===== config.mk =====
export PLATFORM = sky130hd
export DESIGN_NAME = cthr_top
export DESIGN_NICKNAME = d
export VERILOG_FILES = /design/src/design/cthr_pkg.sv /design/src/design/cthr_throttle.sv /design/src/design/cthr_top.sv
export VERILOG_INCLUDE_DIRS = /design/src /design/src/design
export SDC_FILE = /design/constraint.sdc
export NUM_CORES = 1
export LEC_CHECK = 0
export ABC_AREA = 1
export BUFFER_PORTS_ARGS = -buffer_cell sky130_fd_sc_hd__buf_2
export CAP_MARGIN = 40
export CORE_MARGIN = 2
export CORE_UTILIZATION = 35
export CTS_CLUSTER_DIAMETER = 200
export DETAILED_ROUTE_END_ITERATION = 8
export GPL_TIMING_DRIVEN = 1
export HOLD_SLACK_MARGIN = 0.06
export PLACE_DENSITY_LB_ADDON = 0.25
export RECOVER_POWER = 25
export SYNTH_ARGS = -nofsm -noshare
export SYNTH_HDL_FRONTEND = slang
export SYNTH_HIERARCHICAL = 1
export SYNTH_SLANG_ARGS = --single-unit

===== constraint.sdc =====
create_clock -name CLK_SYS -period 3 [get_ports CLK_SYS]
set_input_delay 0.45 -clock CLK_SYS [delete_from_list [all_inputs] [get_ports CLK_SYS]]
set_output_delay 0.45 -clock CLK_SYS [all_outputs]
set_load 0.02 [all_outputs]

===== src/design/cthr_consts.svh =====
// Constants of the charger threshold register bank and throttle logic
`ifndef CTHR_CONSTS_SVH
`define CTHR_CONSTS_SVH

// ---------------------------------------------------------------
// Command codes
// ---------------------------------------------------------------
`define CTHR_CMD_FLOOR   8'h3e
`define CTHR_CMD_INOC    8'h47
`define CTHR_CMD_DISOC   8'h48
`define CTHR_CMD_CFG0    8'h39
`define CTHR_CMD_INFO    8'h3a
`define CTHR_CMD_CFG2    8'h3d

// ---------------------------------------------------------------
// Field masks, ceilings and reset values
// ---------------------------------------------------------------
`define CTHR_FLOOR_MASK  16'h3ff8
`define CTHR_FLOOR_MAX   16'h3600
`define CTHR_FLOOR_RST   16'h0000
`define CTHR_INOC_MASK   16'h1f80
`define CTHR_INOC_MAX    16'h1900
`define CTHR_INOC_RST    16'h0c00
`define CTHR_DISOC_MASK  16'h3f00
`define CTHR_DISOC_MAX   16'h3200
`define CTHR_DISOC_RST   16'h1000
`define CTHR_CFG0_MASK   16'h00ff
`define CTHR_CFG0_RST    16'h0000
`define CTHR_CFG2_RST    16'h0000
`define CTHR_WORD_ZERO   16'h0000

// ---------------------------------------------------------------
// Field positions
// ---------------------------------------------------------------
`define CTHR_LP_HI       4
`define CTHR_LP_LO       3
`define CTHR_DB_HI       10
`define CTHR_DB_LO       9
`define CTHR_HOLD_HI     8
`define CTHR_HOLD_LO     6
`define CTHR_INFO_REF    15

// ---------------------------------------------------------------
// Low power discharge thresholds in mA
// ---------------------------------------------------------------
`define CTHR_LP_THR0     16'h2ee0
`define CTHR_LP_THR1     16'h2710
`define CTHR_LP_THR2     16'h1f40
`define CTHR_LP_THR3     16'h1770

// ---------------------------------------------------------------
// Serial slave
// ---------------------------------------------------------------
`define CTHR_SLV_ADDR    7'h09
`define CTHR_BIT_ACK     4'h8
`define CTHR_BIT_AFTER   4'h9
`define CTHR_BIT_ONE     4'h1

// ---------------------------------------------------------------
// Timing
// ---------------------------------------------------------------
`define CTHR_TW          12
`define CTHR_CLK_MHZ     100
`define CTHR_US2CYC(us)  ((us) * `CTHR_CLK_MHZ)
`define CTHR_LSV_DB_US   10
`define CTHR_DB0_US      10
`define CTHR_DB1_US      20
`define CTHR_DB2_US      30
`define CTHR_DB3_US      40
`define CTHR_HOLD0_US    1
`define CTHR_HOLD1_US    2
`define CTHR_HOLD2_US    5
`define CTHR_HOLD3_US    10
`define CTHR_HOLD4_US    15
`define CTHR_HOLD5_US    20
`define CTHR_HOLD6_US    30
`define CTHR_HOLD7_US    40

`endif


===== src/design/cthr_pkg.sv =====
// Types of the charger threshold register bank and throttle logic
`include "cthr_consts.svh"

package cthr_pkg;

  // Serial slave phases
  typedef enum logic [2:0] {
    PH_IDLE, PH_ADDR, PH_CMD, PH_WLO, PH_WHI, PH_RLO, PH_RHI, PH_DONE
  } cthr_phase_t;

  // Throttle timer state
  typedef struct packed {
    logic [`CTHR_TW-1:0] cnt;
    logic                active;
  } cthr_timer_t;

  // Top level state
  typedef struct packed {
    logic [2:0]  scl_sy;
    logic [2:0]  sda_sy;
    logic        scl_f;
    logic        sda_f;
    cthr_phase_t phase;
    logic [3:0]  cnt;
    logic [7:0]  sh;
    logic        rw;
    logic        nack;
    logic [7:0]  cmd;
    logic [7:0]  lo;
    logic [15:0] tx;
    logic        sda_oe;
    logic [15:0] floor_thr;
    logic [15:0] inoc_thr;
    logic [15:0] disoc_thr;
    logic [15:0] cfg0;
    logic [15:0] cfg2;
    logic        trickle;
    logic        learn;
    logic [15:0] target;
    logic        thr_oe;
  } cthr_state_t;

endpackage


===== src/design/cthr_throttle.sv =====
// Debounce and minimum hold timer for one throttle source
`timescale 1ns/100ps
`include "cthr_consts.svh"

module cthr_throttle
  import cthr_pkg::*;
(
  // Clock and reset
  input  wire logic                clk_sys,
  input  wire logic                rstn,
  // Condition and timing
  input  wire logic                over,
  input  wire logic [`CTHR_TW-1:0] db_cyc,
  input  wire logic [`CTHR_TW-1:0] hold_cyc,
  // Result
  output logic                     asserted
);

  cthr_timer_t r;
  cthr_timer_t n;

  // Count consecutive over cycles, then hold for the minimum time
  always_comb begin
    n = r;
    if (!r.active) begin
      if (!over) begin
        n.cnt = '0;  // A glitch shorter than the debounce restarts it
      end else if (r.cnt + `CTHR_TW'(1) >= db_cyc) begin
        n.active = 1'b1;
        n.cnt    = '0;
      end else begin
        n.cnt = r.cnt + `CTHR_TW'(1);
      end
    end else if (r.cnt + `CTHR_TW'(1) < hold_cyc) begin
      n.cnt = r.cnt + `CTHR_TW'(1);
    end else if (!over) begin
      n.active = 1'b0;  // Released only once held long enough
      n.cnt    = '0;
    end
  end

  // State register
  always_ff @(posedge clk_sys) begin
    if (!rstn) begin
      r <= '0;
    end else begin
      r <= n;
    end
  end

  assign asserted = r.active;

endmodule


===== src/design/cthr_top.sv =====
// Charger threshold registers, serial write-word slave and throttle alarm
//
// Operation
// - Write-word with command 0x3e stores the floor voltage threshold.
// - Floor writes keep field bits only and clamp at 13.824 V.
// - Floor field is bits 13:3, 8 mV per step.
// - Battery voltage against floor decides trickle and learn entry and exit.
// - In trickle mode the floor is the system regulation target.
// - Write-word with command 0x47 sets the input overcurrent threshold.
// - Input threshold keeps field bits only and clamps at 6400 mA.
// - Input threshold resets to 0x0c00 and reads back.
// - Input threshold field is bits 12:7, 128 mA per step.
// - Input overcurrent asserts throttle after debounce, holds minimum time.
// - Write-word with command 0x48 sets the discharge threshold.
// - Discharge threshold keeps field bits only and clamps at 12.8 A.
// - Discharge threshold resets to 0x1000 and reads back.
// - Discharge threshold field is bits 13:8, 256 mA per step.
// - Discharge overcurrent asserts throttle after debounce, holds minimum time.
// - Battery-only low power takes discharge threshold from config zero bits 4:3.
// - Battery-only detection needs power monitor; info bit 15 shows reference.
// - Low system voltage uses a fixed 10 us debounce.
// - Config zero bits 4:3 select 12, 10, 8 or 6 A.
`timescale 1ns/100ps
`include "cthr_consts.svh"

module cthr_top
  import cthr_pkg::*;
(
  // Clock and reset
  input  wire logic        CLK_SYS,
  input  wire logic        RSTN,
  // Serial bus pins
  input  wire logic        SCL_IN,
  input  wire logic        SDA_IN,
  output logic             SDA_OUT,
  output logic             SDA_OE,
  // Measurements and mode inputs from the converter
  input  wire logic [15:0] INPUT_CURRENT_MA,
  input  wire logic [15:0] DISCHARGE_CURRENT_MA,
  input  wire logic [15:0] BATTERY_MV,
  input  wire logic [15:0] CEILING_VOLTAGE_SETTING,
  input  wire logic        LOW_SYSTEM_VOLTAGE,
  input  wire logic        ADAPTER_PRESENT,
  input  wire logic        LOW_POWER_MODE,
  input  wire logic        PLATFORM_POWER_MONITOR_EN,
  input  wire logic        CHARGE_REQUEST,
  input  wire logic        LEARN_REQUEST,
  // Throttle open-drain pin
  output logic             THROTTLE_N_OUT,
  output logic             THROTTLE_N_OE,
  // Mode results
  output logic             TRICKLE_ACTIVE,
  output logic             LEARN_ACTIVE,
  output logic [15:0]      VSYS_TARGET_MV
);

  // ---------------------------------------------------------------
  // Helper functions
  // ---------------------------------------------------------------

  // Keep the field bits and clamp at the ceiling
  function automatic logic [15:0] clamp_word(input logic [15:0] wd,
                                             input logic [15:0] mask,
                                             input logic [15:0] top);
    logic [15:0] v;
    v = wd & mask;
    clamp_word = (v > top) ? top : v;
  endfunction

  // Debounce selection in cycles
  function automatic logic [`CTHR_TW-1:0] db_cycles(input logic [1:0] sel);
    unique case (sel)
      2'h0: db_cycles = `CTHR_TW'(`CTHR_US2CYC(`CTHR_DB0_US));
      2'h1: db_cycles = `CTHR_TW'(`CTHR_US2CYC(`CTHR_DB1_US));
      2'h2: db_cycles = `CTHR_TW'(`CTHR_US2CYC(`CTHR_DB2_US));
      2'h3: db_cycles = `CTHR_TW'(`CTHR_US2CYC(`CTHR_DB3_US));
    endcase
  endfunction

  // Minimum hold selection in cycles
  function automatic logic [`CTHR_TW-1:0] hold_cycles(input logic [2:0] sel);
    unique case (sel)
      3'h0: hold_cycles = `CTHR_TW'(`CTHR_US2CYC(`CTHR_HOLD0_US));
      3'h1: hold_cycles = `CTHR_TW'(`CTHR_US2CYC(`CTHR_HOLD1_US));
      3'h2: hold_cycles = `CTHR_TW'(`CTHR_US2CYC(`CTHR_HOLD2_US));
      3'h3: hold_cycles = `CTHR_TW'(`CTHR_US2CYC(`CTHR_HOLD3_US));
      3'h4: hold_cycles = `CTHR_TW'(`CTHR_US2CYC(`CTHR_HOLD4_US));
      3'h5: hold_cycles = `CTHR_TW'(`CTHR_US2CYC(`CTHR_HOLD5_US));
      3'h6: hold_cycles = `CTHR_TW'(`CTHR_US2CYC(`CTHR_HOLD6_US));
      3'h7: hold_cycles = `CTHR_TW'(`CTHR_US2CYC(`CTHR_HOLD7_US));
    endcase
  endfunction

  // Low power discharge threshold
  function automatic logic [15:0] lp_threshold(input logic [1:0] sel);
    unique case (sel)
      2'h0: lp_threshold = `CTHR_LP_THR0;
      2'h1: lp_threshold = `CTHR_LP_THR1;
      2'h2: lp_threshold = `CTHR_LP_THR2;
      2'h3: lp_threshold = `CTHR_LP_THR3;
    endcase
  endfunction

  // Read word for a command; unknown commands read zero
  function automatic logic [15:0] read_word(input logic [7:0]  cmd,
                                            input logic [15:0] flo,
                                            input logic [15:0] inoc,
                                            input logic [15:0] disoc,
                                            input logic [15:0] c0,
                                            input logic [15:0] c2,
                                            input logic        ref_on);
    case (cmd)
      `CTHR_CMD_FLOOR: read_word = flo;
      `CTHR_CMD_INOC:  read_word = inoc;
      `CTHR_CMD_DISOC: read_word = disoc;
      `CTHR_CMD_CFG0:  read_word = c0;
      `CTHR_CMD_CFG2:  read_word = c2;
      `CTHR_CMD_INFO:  read_word = 16'(ref_on) << `CTHR_INFO_REF;
      default:         read_word = `CTHR_WORD_ZERO;
    endcase
  endfunction

  // ---------------------------------------------------------------
  // State and throttle sources
  // ---------------------------------------------------------------
  cthr_state_t         r;
  cthr_state_t         n;
  logic [2:0]          src_over;
  logic [2:0]          src_asserted;
  logic [`CTHR_TW-1:0] src_db [3];
  logic [`CTHR_TW-1:0] hold_cyc;
  logic                ref_active;
  logic [15:0]         dis_thr;

  assign ref_active = ADAPTER_PRESENT | PLATFORM_POWER_MONITOR_EN;

  assign dis_thr = (!ADAPTER_PRESENT && LOW_POWER_MODE)
                   ? lp_threshold(r.cfg0[`CTHR_LP_HI:`CTHR_LP_LO]) : r.disoc_thr;

  assign src_over[0] = INPUT_CURRENT_MA > r.inoc_thr;
  assign src_over[1] = ref_active && (DISCHARGE_CURRENT_MA > dis_thr);
  assign src_over[2] = LOW_SYSTEM_VOLTAGE;

  // Debounce per source and the shared minimum hold
  assign src_db[0] = db_cycles(r.cfg2[`CTHR_DB_HI:`CTHR_DB_LO]);
  assign src_db[1] = db_cycles(r.cfg2[`CTHR_DB_HI:`CTHR_DB_LO]);
  assign src_db[2] = `CTHR_TW'(`CTHR_US2CYC(`CTHR_LSV_DB_US));
  assign hold_cyc  = hold_cycles(r.cfg2[`CTHR_HOLD_HI:`CTHR_HOLD_LO]);

  // One timer per source; any asserted source pulls the pin low
  generate
    for (genvar i = 0; i < 3; i++) begin : g_src
      cthr_throttle u_timer (
        .clk_sys  (CLK_SYS),
        .rstn     (RSTN),
        .over     (src_over[i]),
        .db_cyc   (src_db[i]),
        .hold_cyc (hold_cyc),
        .asserted (src_asserted[i])
      );
    end
  endgenerate

  // ---------------------------------------------------------------
  // Next state
  // ---------------------------------------------------------------
  always_comb begin
    logic        scl_new;
    logic        sda_new;
    logic        rise;
    logic        fall;
    logic        start;
    logic        stop;
    logic [15:0] wd;
    scl_new = 1'b0;
    sda_new = 1'b0;
    rise    = 1'b0;
    fall    = 1'b0;
    start   = 1'b0;
    stop    = 1'b0;
    wd      = '0;
    n       = r;

    // Three-stage synchronisers; a level counts once stages two and three agree
    n.scl_sy = {r.scl_sy[1:0], SCL_IN};
    n.sda_sy = {r.sda_sy[1:0], SDA_IN};
    scl_new  = (r.scl_sy[1] == r.scl_sy[2]) ? r.scl_sy[2] : r.scl_f;
    sda_new  = (r.sda_sy[1] == r.sda_sy[2]) ? r.sda_sy[2] : r.sda_f;
    n.scl_f  = scl_new;
    n.sda_f  = sda_new;
    rise     = !r.scl_f && scl_new;
    fall     = r.scl_f && !scl_new;
    start    = r.scl_f && scl_new && r.sda_f && !sda_new;
    stop     = r.scl_f && scl_new && !r.sda_f && sda_new;
    wd       = {r.sh, r.lo};

    // Bus conditions and bit timing
    if (stop) begin
      n.phase  = PH_IDLE;
      n.sda_oe = 1'b0;
    end else if (start) begin
      n.phase  = PH_ADDR;  // Repeated start keeps the command for a read
      n.cnt    = '0;
      n.sda_oe = 1'b0;
    end else if (r.phase != PH_IDLE && r.phase != PH_DONE) begin
      if (rise) begin
        if (r.cnt < `CTHR_BIT_ACK) begin
          n.sh  = {r.sh[6:0], sda_new};
          n.cnt = r.cnt + `CTHR_BIT_ONE;
        end else if (r.cnt == `CTHR_BIT_ACK) begin
          n.nack = sda_new;  // Master answer after a read byte
          n.cnt  = `CTHR_BIT_AFTER;
        end
      end else if (fall) begin
        if (r.cnt == `CTHR_BIT_ACK) begin
          // Byte complete: acknowledge or hand the slot to the master
          unique case (r.phase)
            PH_ADDR: begin
              if (r.sh[7:1] == `CTHR_SLV_ADDR) begin
                n.sda_oe = 1'b1;
                n.rw     = r.sh[0];
                n.tx = {read_word(r.cmd, r.floor_thr, r.inoc_thr, r.disoc_thr,
                                  r.cfg0, r.cfg2, ref_active)} << 0;
                n.tx = {n.tx[7:0], n.tx[15:8]};  // Low byte goes first
              end else begin
                n.phase = PH_DONE;
              end
            end
            PH_CMD: begin
              n.cmd    = r.sh;
              n.sda_oe = 1'b1;
            end
            PH_WLO: begin
              n.lo     = r.sh;
              n.sda_oe = 1'b1;
            end
            PH_WHI: begin
              n.sda_oe = 1'b1;
              // Commit on the last data byte; unknown commands are dropped
              // unused bits zero, except config two, which stores the whole word
              case (r.cmd)
                `CTHR_CMD_FLOOR: n.floor_thr = clamp_word(wd, `CTHR_FLOOR_MASK,
                                                          `CTHR_FLOOR_MAX);
                `CTHR_CMD_INOC:  n.inoc_thr  = clamp_word(wd, `CTHR_INOC_MASK,
                                                          `CTHR_INOC_MAX);
                `CTHR_CMD_DISOC: n.disoc_thr = clamp_word(wd, `CTHR_DISOC_MASK,
                                                          `CTHR_DISOC_MAX);
                `CTHR_CMD_CFG0:  n.cfg0      = wd & `CTHR_CFG0_MASK;
                `CTHR_CMD_CFG2:  n.cfg2      = wd;
                default:         n.cfg2      = r.cfg2;
              endcase
            end
            PH_RLO, PH_RHI: begin
              n.sda_oe = 1'b0;
              n.tx     = r.tx << 1;
            end
            default: n.sda_oe = 1'b0;
          endcase
        end else if (r.cnt == `CTHR_BIT_AFTER) begin
          // Leave the acknowledge slot and enter the next byte
          n.cnt    = '0;
          n.sda_oe = 1'b0;
          unique case (r.phase)
            PH_ADDR: begin
              n.phase  = r.rw ? PH_RLO : PH_CMD;
              n.sda_oe = r.rw && !r.tx[15];
            end
            PH_CMD:  n.phase = PH_WLO;
            PH_WLO:  n.phase = PH_WHI;
            PH_RLO: begin
              n.phase  = r.nack ? PH_DONE : PH_RHI;
              n.sda_oe = !r.nack && !r.tx[15];
            end
            default: n.phase = PH_DONE;
          endcase
        end else if ((r.phase == PH_RLO || r.phase == PH_RHI) && r.cnt != '0) begin
          // Next data bit, driven low only for a zero
          n.tx     = r.tx << 1;
          n.sda_oe = !r.tx[14];
        end
      end
    end

    n.trickle = CHARGE_REQUEST && (BATTERY_MV < r.floor_thr);
    n.learn   = LEARN_REQUEST && (BATTERY_MV >= r.floor_thr);
    n.target  = n.trickle ? r.floor_thr : CEILING_VOLTAGE_SETTING;
    n.thr_oe  = |src_asserted;
  end

  // ---------------------------------------------------------------
  // State register
  // ---------------------------------------------------------------
  always_ff @(posedge CLK_SYS) begin
    if (!RSTN) begin
      r           <= '0;
      r.scl_sy    <= 3'h7;  // Idle bus is high; avoids a false start
      r.sda_sy    <= 3'h7;
      r.scl_f     <= 1'b1;
      r.sda_f     <= 1'b1;
      r.phase     <= PH_IDLE;
      r.floor_thr <= `CTHR_FLOOR_RST;
      r.inoc_thr  <= `CTHR_INOC_RST;
      r.disoc_thr <= `CTHR_DISOC_RST;
      r.cfg0      <= `CTHR_CFG0_RST;
      r.cfg2      <= `CTHR_CFG2_RST;
    end else begin
      r <= n;
    end
  end

  // ---------------------------------------------------------------
  // Outputs, all from flip-flops
  // ---------------------------------------------------------------
  // Open-drain pins only ever pull low; the enable carries the level
  assign SDA_OUT        = 1'b0 & r.sda_oe;
  assign SDA_OE         = r.sda_oe;
  assign THROTTLE_N_OUT = 1'b0 & r.thr_oe;
  assign THROTTLE_N_OE  = r.thr_oe;
  assign TRICKLE_ACTIVE = r.trickle;
  assign LEARN_ACTIVE   = r.learn;
  assign VSYS_TARGET_MV = r.target;

endmodule


=== Word-level counts from Yosys, hierarchy flattened ===
Memories as Yosys holds them, arrays and structs flattened. A register that Yosys moved wholly into a read port is not among the register bits.
Cells that the tools add are included.

* Flip-flop bits (word level): 188
* Memory bits (read-only): 80
* Input port bits: 74
* Output and inout bits: 22
* Logic and storage cells: 233
* Memories: 1

* $add $sub $neg: 4
* Magnitude comparators: 14
* Eq/ne operators: 38
* Mux-type cells: 86
* Bitwise gates (word level): 6
* Reductions and logical operators: 55

{| class="wikitable"
|+ Memory list
! memory !! words !! width !! read ports !! clocked after Yosys merged registers in !! wr ports !! line !! source
|-
| (no name shown) || 8 || 10 || 1 || 1 || 0 || cthr_top.sv:82 || <nowiki>unique case (sel)</nowiki>
|}

{| class="wikitable"
|+ Operators by type and width
! operator !! number
|-
| $mux W113 || 2
|-
| $mux W80 || 2
|-
| $mux W128 || 1
|-
| $mux W16 || 8
|-
| $mux W12 || 9
|-
| $pmux W16 S6 || 1
|-
| $mux W13 || 7
|-
| $pmux W16 S4 || 1
|-
| $mux W17 || 3
|-
| $pmux W12 S4 || 1
|-
| $reduce_and A8 Y1 || 6
|-
| $mux W7 || 6
|-
| $mux W8 || 5
|-
| $add A12 B1 Y12 const B || 3
|-
| $lt A12 B12 Y1 || 3
|-
| $eq A8 B6 Y1 const B || 4
|-
| $gt A16 B16 Y1 || 2
|-
| $pmux W16 S2 || 1
|-
| $gt A14 B14 Y1 const B || 2
|-
| $mux W14 || 2
|-
| $ge A12 B12 Y1 || 2
|-
| $reduce_and A6 Y1 || 4
|-
| $mux W1 || 22
|-
| $ne A3 B3 Y1 const B || 7
|-
| other kinds (40) || 99
|}

=== Depth between registers and ports, before layout ===
Gate-level depths: netlist of run 1.

* Depth in word-level cells: 14
* Gate-level depth with buffers: 19
* Mapped depth without buffers: 19

=== Cells and area by module ===
Netlist of run 1, hierarchy kept.

{| class="wikitable"
|+ Modules (own cells, without submodules)
! module !! times used !! cells each !! area each (µm²) !! seq. area each (µm²)
|-
| cthr_top || 1 || 1002 || 7164.4 || 2682.6
|-
| cthr_throttle || 3 || 217 || 1433.9 || 260.2
|}

=== Least setup slack after synthesis of run 1 ===
No wires, ideal clock.

* Path type: register to register
* Start: reg r[38] (netlist name)
* End: reg g_src[1].u_timer/r[11] (netlist name)
* Setup time: 0.068 ns
* Arrival: 2.391 ns
* Required time: 2.932 ns
* Path slack: 0.541 ns
* Cell stages (with the launch flop): 16
* Path buffers: 1
* Clock period less this slack: 2.459 ns
* Cells stage by stage: dfxtp_1 -> inv_1 -> ha_1 -> or2_2 -> ha_1 -> inv_1 -> nor2_1 -> o21bai_1 -> a21oi_1 -> o21ai_0 -> nor2_1 -> nand2_1 -> inv_1 -> clkbuf_1 -> nand3_1 -> a21oi_2

* Cells in the longest elaborated chain, start to end: 7
* Elaborated cells between the ends (all ways): 11
* Classes of those cells: 1 x order compare; 4 x eq/ne; 4 x mux; 2 x reduce/logical

{| class="wikitable"
|+ RTL lines
! element !! line !! source
|-
| start: declaration || cthr_top.sv:126 || <nowiki>cthr_state_t r;</nowiki>
|-
| start signal: assignment || cthr_top.sv:307 || <nowiki>r <= n;</nowiki>
|-
| $eq A2 B2 Y1 (tied with other cells) || cthr_top.sv:96 || <nowiki>unique case (sel)</nowiki>
|-
| $pmux W16 S4 (*) || cthr_top.sv:96 ||
|-
| $mux W16 (*) || cthr_top.sv:137 || <nowiki>assign dis_thr = (!ADAPTER_PRESENT && LOW_POWER_MODE)</nowiki>
|-
| $gt A16 B16 Y1 (*) || cthr_top.sv:141 || <nowiki>assign src_over[1] = ref_active && (DISCHARGE_CURRENT_MA > dis_thr);</nowiki>
|-
| $logic_and A1 B1 Y1 (*) || cthr_top.sv:141 ||
|-
| net src_over[1] || cthr_top.sv:128 || <nowiki>logic [2:0] src_over;</nowiki>
|-
| $mux W12 || cthr_throttle.sv:26 || <nowiki>if (!over) begin</nowiki>
|-
| $mux W13 || cthr_throttle.sv:25 || <nowiki>if (!r.active) begin</nowiki>
|-
| end signal: assignment || cthr_throttle.sv:47 || <nowiki>r <= n;</nowiki>
|-
| end: declaration || cthr_throttle.sv:19 || <nowiki>cthr_timer_t r;</nowiki>
|}

Mark *: on every way through the listed nets, which the timed path passes. The rest lies on a longest branch. The select of a mux whose other input is x is not followed.
A chain may end at the register's enable or synchronous reset.

=== Final worst setup path of run 1 ===
* Start: reg r[38] (netlist name)
* End: reg g_src[1].u_timer/r[5] (netlist name)

Same word-level chain as after synthesis.

==> flow_summary.ini, run 1 <==
[synthesis]
yosys_warnings = 6
ys_types = 50
syn_inst = 1653
avgSynthCellArea_sq_um = 6.936
ys.flop_type = dfxtp_1
synthesis.area_sq_mm = 0.01147
ys_ff_latch = 173
synth-edff-count = 0
async_flop_share_pct = 0
ys_seq_area_share_pct = 30.21

[finish]
nets = 1939
syn_to_final_growth_pct = 12.56
drive_above_1_share_pct = 13.64
n_antenna_cell = 0
stdcell_count = 2202

[power_and_ir_drop]
peakVddDrop_v = 0.0003650
leakagePower_uw = 0.006091
share_comb_of_total_power_pct = 7.0
p_per_area_mw_per_mm2 = 386.8
intPower_uw = 3726
p_sw_uw = 1266
seq_power_share_pct = 46.8
power_uw = 4992
netSwitchingFraction_pct = 25.36
pwr-share-clk_pct = 46.2

[timing]
finalCriticalPeriod_ns = 2.765
period_share_pct = 92.17
tightest_slew_ns = 0.8970
whs_ns = 0.1941
maxSlewHeadroom_pct = 39.98
fmax_ghz = 0.3617
final_max_slew_viol_count = 0
setup_viol = 0
finClkSkew_ns = 0.01598
rsz0062_at_grt = yes
tns_ns = 0
layout_setup_ws_ns = 0.2349
hold_viol = 0

[placement]
dp_cells = 2171
place_ws_ns = 0.1559
place.port_buffers = 93
post-dp-hpwl_microns = 22270
gp_congestion = 0.8497

[die]
boundaryPins = 96
die_area_sq_mm = 0.03422
fp.dieH_microns = 185.0
initial_utilization_pct = 35.42
core.rowCount = 66
core_sq_mm = 0.03237
dieWidth_microns = 185.0

[worst_setup_path]
rr_worst_depth = 16
path_class = reg -> reg
end_kind = flip-flop
worstSetupStartpointType = flip-flop
crit_path_max_fanout = 6
cp.required_ns = 3.37
cp.arrival_ns = 3.13

[clock_tree]
cts_made_buffers = 17
cts_setup_buffers = 0
cts.sinks = 173
cts_tree = yes
ctsHoldBuffers = 0
cts_root_buf = clkbuf_16
clk_pin_slew_ns = 0.07
clk_latency_ns = 0.45
h-tree-depth = 4
cts_resized = 0
clockBufferDepth = 2

[drt]
drtPass1Iterations = 5
drt_wl_total_microns = 29410
ant_nets = 0
vias = 10310
drt_iter0_markers = 663
wl_per_cell_microns = 13.35
vias_per_cell = 4.680
drc = 0

[global_routing]
grt_pass1_vias = 9659
track_usage_pct = 17.83
gr-total-overflow = 0
grt_pass1_wl_microns = 48530
antenna_found_initial = 0
grt_max_degree = 76

[min_path]
min_path_type = in -> reg
hold_depth = 2

[run]
maxCapViolCount = 0

[outcome]
status = finished clean
worst max-delay path, cell delays in order, from the launching register on:
cell and delay (ns):
dfxtp_2 0.37, inv_1 0.09, ha_1 0.29, or2_2 0.29, ha_1 0.29, inv_1 0.04, nor2_1 0.08, o21bai_1 0.07
a21oi_1 0.13, o21ai_0 0.10, nor2_1 0.22, inv_1 0.10, nor2_2 0.11, nand3_2 0.13, nand2_2 0.18, nand2_1 0.07
a21oi_1 0.13
cell families after synthesis:
group                      share of synthesized area [%]
other                                            0.06550
DFF                                                30.21
AOI/OAI and AO/OA                                  12.79
adders and majority gates                          12.66
xor gates and xnor gates                           1.768
buffers and inverters                              11.87
and+or+nand+nor                                    30.64
sequential cells by signal (all words and copies together) (netlist names):
name,flops
VSYS_TARGET_MV,16
n,4
THROTTLE_N_OE,1
r,100
g_src.u_timer/asserted,3
TRICKLE_ACTIVE,1
hold_cyc,10
SDA_OE,1
g_src.u_timer/r,36
LEARN_ACTIVE,1
power by group through the flow:
stage	sequential [uW]	combinational, uW	clock (uW)
final	2340	349	2310
after global routing	2340	410	2450
after CTS	2340	352	2370
after detailed placement	2390	350	0
after global placement	2390	336	0
after floorplan	2390	246	0
synth_stat cells, types with 2 or more instances:
cell type | number | area (sq um)
nor3_1 | 17 | 85.08
nor2_1 | 140 | 525.5
dfxtp_1 | 173 | 3463
xor2_1 | 12 | 105.1
nand4_1 | 6 | 37.54
o21ai_1 | 8 | 40.04
a31oi_1 | 2 | 12.51
inv_2 | 9 | 33.78
nand2_2 | 26 | 162.7
a21oi_2 | 9 | 78.83
nand3_1 | 106 | 530.5
o211ai_1 | 3 | 22.52
nor2_8 | 2 | 40.04
buf_6 | 9 | 101.4
or2_2 | 10 | 62.56
buf_2 | 7 | 35.03
conb_1 | 2 | 7.510
clkbuf_1 | 20 | 75.07
o21a_1 | 10 | 75.07
a31o_1 | 3 | 26.28
nor3_4 | 5 | 81.33
and3_1 | 2 | 12.51
nand4_2 | 4 | 50.05
o21ai_2 | 2 | 17.52
a21oi_1 | 141 | 705.7
nand2_1 | 382 | 1434
o21ai_0 | 83 | 415.4
o22ai_1 | 8 | 50.05
nor2_2 | 16 | 100.1
nor3b_1 | 2 | 15.01
nand4_4 | 2 | 42.54
ha_1 | 116 | 1451
clkinv_1 | 4 | 15.01
nand3_4 | 2 | 35.03
nand3_2 | 16 | 160.2
nor2_4 | 8 | 90.09
nor4_1 | 2 | 12.51
inv_1 | 249 | 934.7
xnor2_2 | 6 | 97.59
buf_4 | 19 | 142.6
cell usage in the layout (no fill, tap or decap), drive strengths merged:
cell and count:
nand2 410, inv 264, dfxtp 173, nor2 166
a21oi 150, nand3 124, ha 116, o21ai 93
buf 82, clkbuf 38, conb 32, nor3 23
xor2 12, nand4 12, o21a 10, or2 10
clkinv 9, o22ai 8, xnor2 6, o211ai 3
a31o 3, nor4 2, a31oi 2, and3 2
nor3b 2, bufinv 2, clkinvlp 2, o31ai 1
o21bai 1, or3 1, a211oi 1
area by class of cell:
cell class / count / area [sq um]
Clock buffer: 18 / 439.2
Tap cell: 442 / 553.0
Fill cell: 3442 / 19460
Clock inverter: 12 / 151.4
Inverter: 265 / 1007
Sequential cell: 173 / 3468
Timing Repair Buffer: 102 / 528.0
Multi-Input combinational cell: 1190 / 6759
layer usage:
metal | track usage (%) | vias to the layer above | share of wire, %
met4 | 4.413 | 0 | 0.92
met3 | 2.753 | 15 | 5.0
met1 | 25.40 | 4657 | 50
met5 | 0 | - | 0
met2 | 28.09 | 203 | 44
li1 | - | 5430 | -
per-stage QoR:
stage               area (sq um)  util [%]
CTS                        12920     39.90
global route               12910     39.87
global placement           12300     37.99
finish                     12910     39.87
floorplan                  11580         -
detailed placement         12330     38.08
worst paths after layout:
check / end / slack, ns / startpoint
min reg2reg: n[156]$_SDFF_PN1_ / 0.41 / n[155]$_SDFF_PN1_
max reg2reg: g_src[1].u_timer/r[5]$_SDFFE_PN0P_ / 0.23 / r[38]$_SDFFE_PN0P_
max: g_src[1].u_timer/r[5]$_SDFFE_PN0P_ / 0.23 / r[38]$_SDFFE_PN0P_
min: n[152]$_SDFF_PN1_ / 0.19 / SDA_IN
Note: power is estimated with default switching activity, not from simulation.
==> run 2, diff against run 1 <==
--- a/config.mk
+++ b/config.mk
@@ -6,15 +6,15 @@
 export SDC_FILE = /design/constraint.sdc
 export NUM_CORES = 1
 export LEC_CHECK = 0
-export ABC_AREA = 1
 export BUFFER_PORTS_ARGS = -buffer_cell sky130_fd_sc_hd__buf_2
 export CAP_MARGIN = 40
 export CORE_MARGIN = 2
-export CORE_UTILIZATION = 35
+export CORE_UTILIZATION = 50
 export CTS_CLUSTER_DIAMETER = 200
 export DETAILED_ROUTE_END_ITERATION = 8
 export GPL_TIMING_DRIVEN = 1
 export HOLD_SLACK_MARGIN = 0.06
+export MAX_ROUTING_LAYER = met4
 export PLACE_DENSITY_LB_ADDON = 0.25
 export RECOVER_POWER = 25
 export SYNTH_ARGS = -nofsm -noshare
==> run 2 against run 1 <==
Against the previous run:
- utilization increased by 21 points
- flip-flop and latch count unchanged
- non-clock buffer count increased by 87
- synthesized area decreased by 1.9%
- largest cell class unchanged
- fmax decreased by 3.8%
- first-iteration DRC count decreased by 15%
- clock power about the same
- setup slack got worse by 0.11 ns
- total power increased by 1.5%
- synthesized cell count decreased by 19%
- global-route usage increased by 6.7 points
==> flow_summary.ini, run 2 <==
[outcome]
status = finished clean

[drt]
ant_nets = 0
vias = 9966
wl_per_cell_microns = 16.06
vias_per_cell = 5.599
drt_wl_total_microns = 28580
drt_iter0_markers = 564
drtPass1Iterations = 5
drc = 0

[timing]
setup_viol = 0
rsz0062_at_grt = yes
maxSlewHeadroom_pct = 18.25
tns_ns = 0
hold_viol = 0
period_share_pct = 95.83
final_max_slew_viol_count = 0
whs_ns = 0.1925
finalCriticalPeriod_ns = 2.875
layout_setup_ws_ns = 0.1252
fmax_ghz = 0.3479
tightest_slew_ns = 1.225
finClkSkew_ns = 0.01475

[global_routing]
grt_pass1_vias = 9619
track_usage_pct = 24.51
grt_pass1_wl_microns = 46140
grt_max_degree = 51
use_met3_pct = 3.749
met1_usage_pct = 28.09
antenna_found_initial = 0
gr-usage-met2_pct = 42.86
gr-total-overflow = 0
busiest_layer = met2

[clock_tree]
cts.sinks = 173
clk_latency_ns = 0.44
cts_root_buf = clkbuf_16
cts_tree = yes
clk_pin_slew_ns = 0.08
h-tree-depth = 4
clockBufferDepth = 2
cts_made_buffers = 17

[finish]
final_util_pct = 60.85
fin_area_sq_mm = 0.01336
n_antenna_cell = 0
drive_above_1_share_pct = 20.67
regMostFlops = r
layout_commonest_cell = dfxtp_1
nets = 1677
syn_to_final_growth_pct = 18.81
layout_common_cells = dfxtp_1, nand2_1, ha_1, inv_1, buf_4
largest_reg_flops = 100

[placement]
gp_congestion = 0.9120
place.port_buffers = 93
dpl_cell_area_sq_mm = 0.01244
place_ws_ns = -0.3489
post-dp-hpwl_microns = 20870

[worst_setup_path]
slowest_delay_ns = 0.38
end_kind = flip-flop
rr_worst_depth = 13
path_class = reg -> reg
path_depth = 13
worstSetupStartpointType = flip-flop
path_delay_family = compound AO/OA/AOI/OAI gates
cp.required_ns = 3.32
cp.buffers_inverters = 1
crit_path_max_fanout = 4
crit_path_top_delay_cell = dfxtp_4
cp.arrival_ns = 3.19
cp_cell_sequence = inv_4 > ha_2 > or3_1 > o21ai_2 > ha_1 > nand2_2 > nor4_4 > o211ai_1 > a31oi_2 > nand2_1 > a21oi_4 > a211oi_2 > a311o_1

[synthesis]
ys_seq_area_share_pct = 30.79
netlist_top_cells_area = dfxtp_1, ha_1, mux2i_1, nand2_1, inv_1
avgSynthCellArea_sq_um = 8.444
synthesis.area_sq_mm = 0.01125
yosys-top-cells-count = dfxtp_1, nand2_1, ha_1, inv_1, nor2_1
ys.flop_type = dfxtp_1
synth-edff-count = 0
yosys_warnings = 6
ys_ff_latch = 173
synth_most_common_cell = dfxtp_1
syn_inst = 1332
yosysTopAreaCellShare_pct = 30.79
ys_types = 94
async_flop_share_pct = 0
yosys.area.top_type = dfxtp_1

[power_and_ir_drop]
peakVddDrop_v = 0.0003852
p_per_area_mw_per_mm2 = 379.1
leakagePower_uw = 0.005774

[die]
core.rowCount = 54
dieWidth_microns = 154.0
initial_utilization_pct = 51.22
die_area_sq_mm = 0.02371
core_sq_mm = 0.02196
boundaryPins = 96
fp.dieH_microns = 154.0

[min_path]
hold_depth = 2
min_path_type = in -> reg

[run]
maxCapViolCount = 0
## run 2: changes by cell type after synthesis, moves of 30 or more
cell      previous run  this run
nand3_1            106        44
nor2_1             140        82
o21ai_0             83        46
nand2_1            382       129
inv_1              249       105
clkbuf_1            20        50
a21oi_1            141        69
mux2i_1              0        55
## run 2: kinds of logic (layout without fill, tap and decap cells)
kind of cell,Yosys count,in the layout,synth area share (%)
fa+ha+maj,117,117,12.99
compound gates,310,310,19.45
xor+xnor,32,32,2.492
flops,173,173,30.79
buf+inv,189,327,7.342
mux,62,62,5.596
simple gates,447,447,21.27
other cells,2,32,0.06677
## run 2: through the flow
stage,total power [uW],std cells
floorplan,2624,1362
global placement,2747,1742
detailed placement,2755,1742
CTS,5097,1776
global route,5242,1780
finish,5066,1780
## run 2: layout make-up
cell class | count | area (sq um)
Timing Repair Buffer | 189 | 1212
Inverter | 106 | 402.9
Fill cell | 1900 | 8596
Multi-Input combinational cell | 1000 | 7271
Clock buffer | 17 | 425.4
Tap cell | 280 | 350.3
Clock inverter | 15 | 220.2
Sequential cell | 173 | 3481
## run 2: what timing repair did
action | 4_1_cts | 5_1_grt
pin swaps | 1 | 15
endpoints found under the setup margin | 31 | 36
setup buffers | 2 | 4
endpoints found under the hold margin | 0 | 0
resized for setup | 11 | 50
hold buffers | 0 | 0
## run 2: final timing paths
check / from / endpoint / slack (ns)
max: r[39]$_SDFFE_PN0P_ / g_src[1].u_timer/r[3]$_SDFFE_PN0P_ / 0.13
min: SDA_IN / n[152]$_SDFF_PN1_ / 0.19
max reg2reg: r[39]$_SDFFE_PN0P_ / g_src[1].u_timer/r[3]$_SDFFE_PN0P_ / 0.13
min reg2reg: n[152]$_SDFF_PN1_ / n[153]$_SDFF_PN1_ / 0.43
## run 2: where the power goes
| group | internal, uW | switching [uW] | leakage, uW |
|---|---|---|---|
| Sequential | 2320 | 13.3 | 0.00140 |
| Combinational | 170 | 220 | 0.00406 |
| Clock | 1220 | 1120 | 0.000307 |
| Total | 3710 | 1350 | 0.00577 |
## run 2: routing by layer
metal	share of wire, %	up-vias
met5	0	-
met1	43	4672
met4	3.2	0
li1	-	5012
met2	50	220
met3	3.8	62
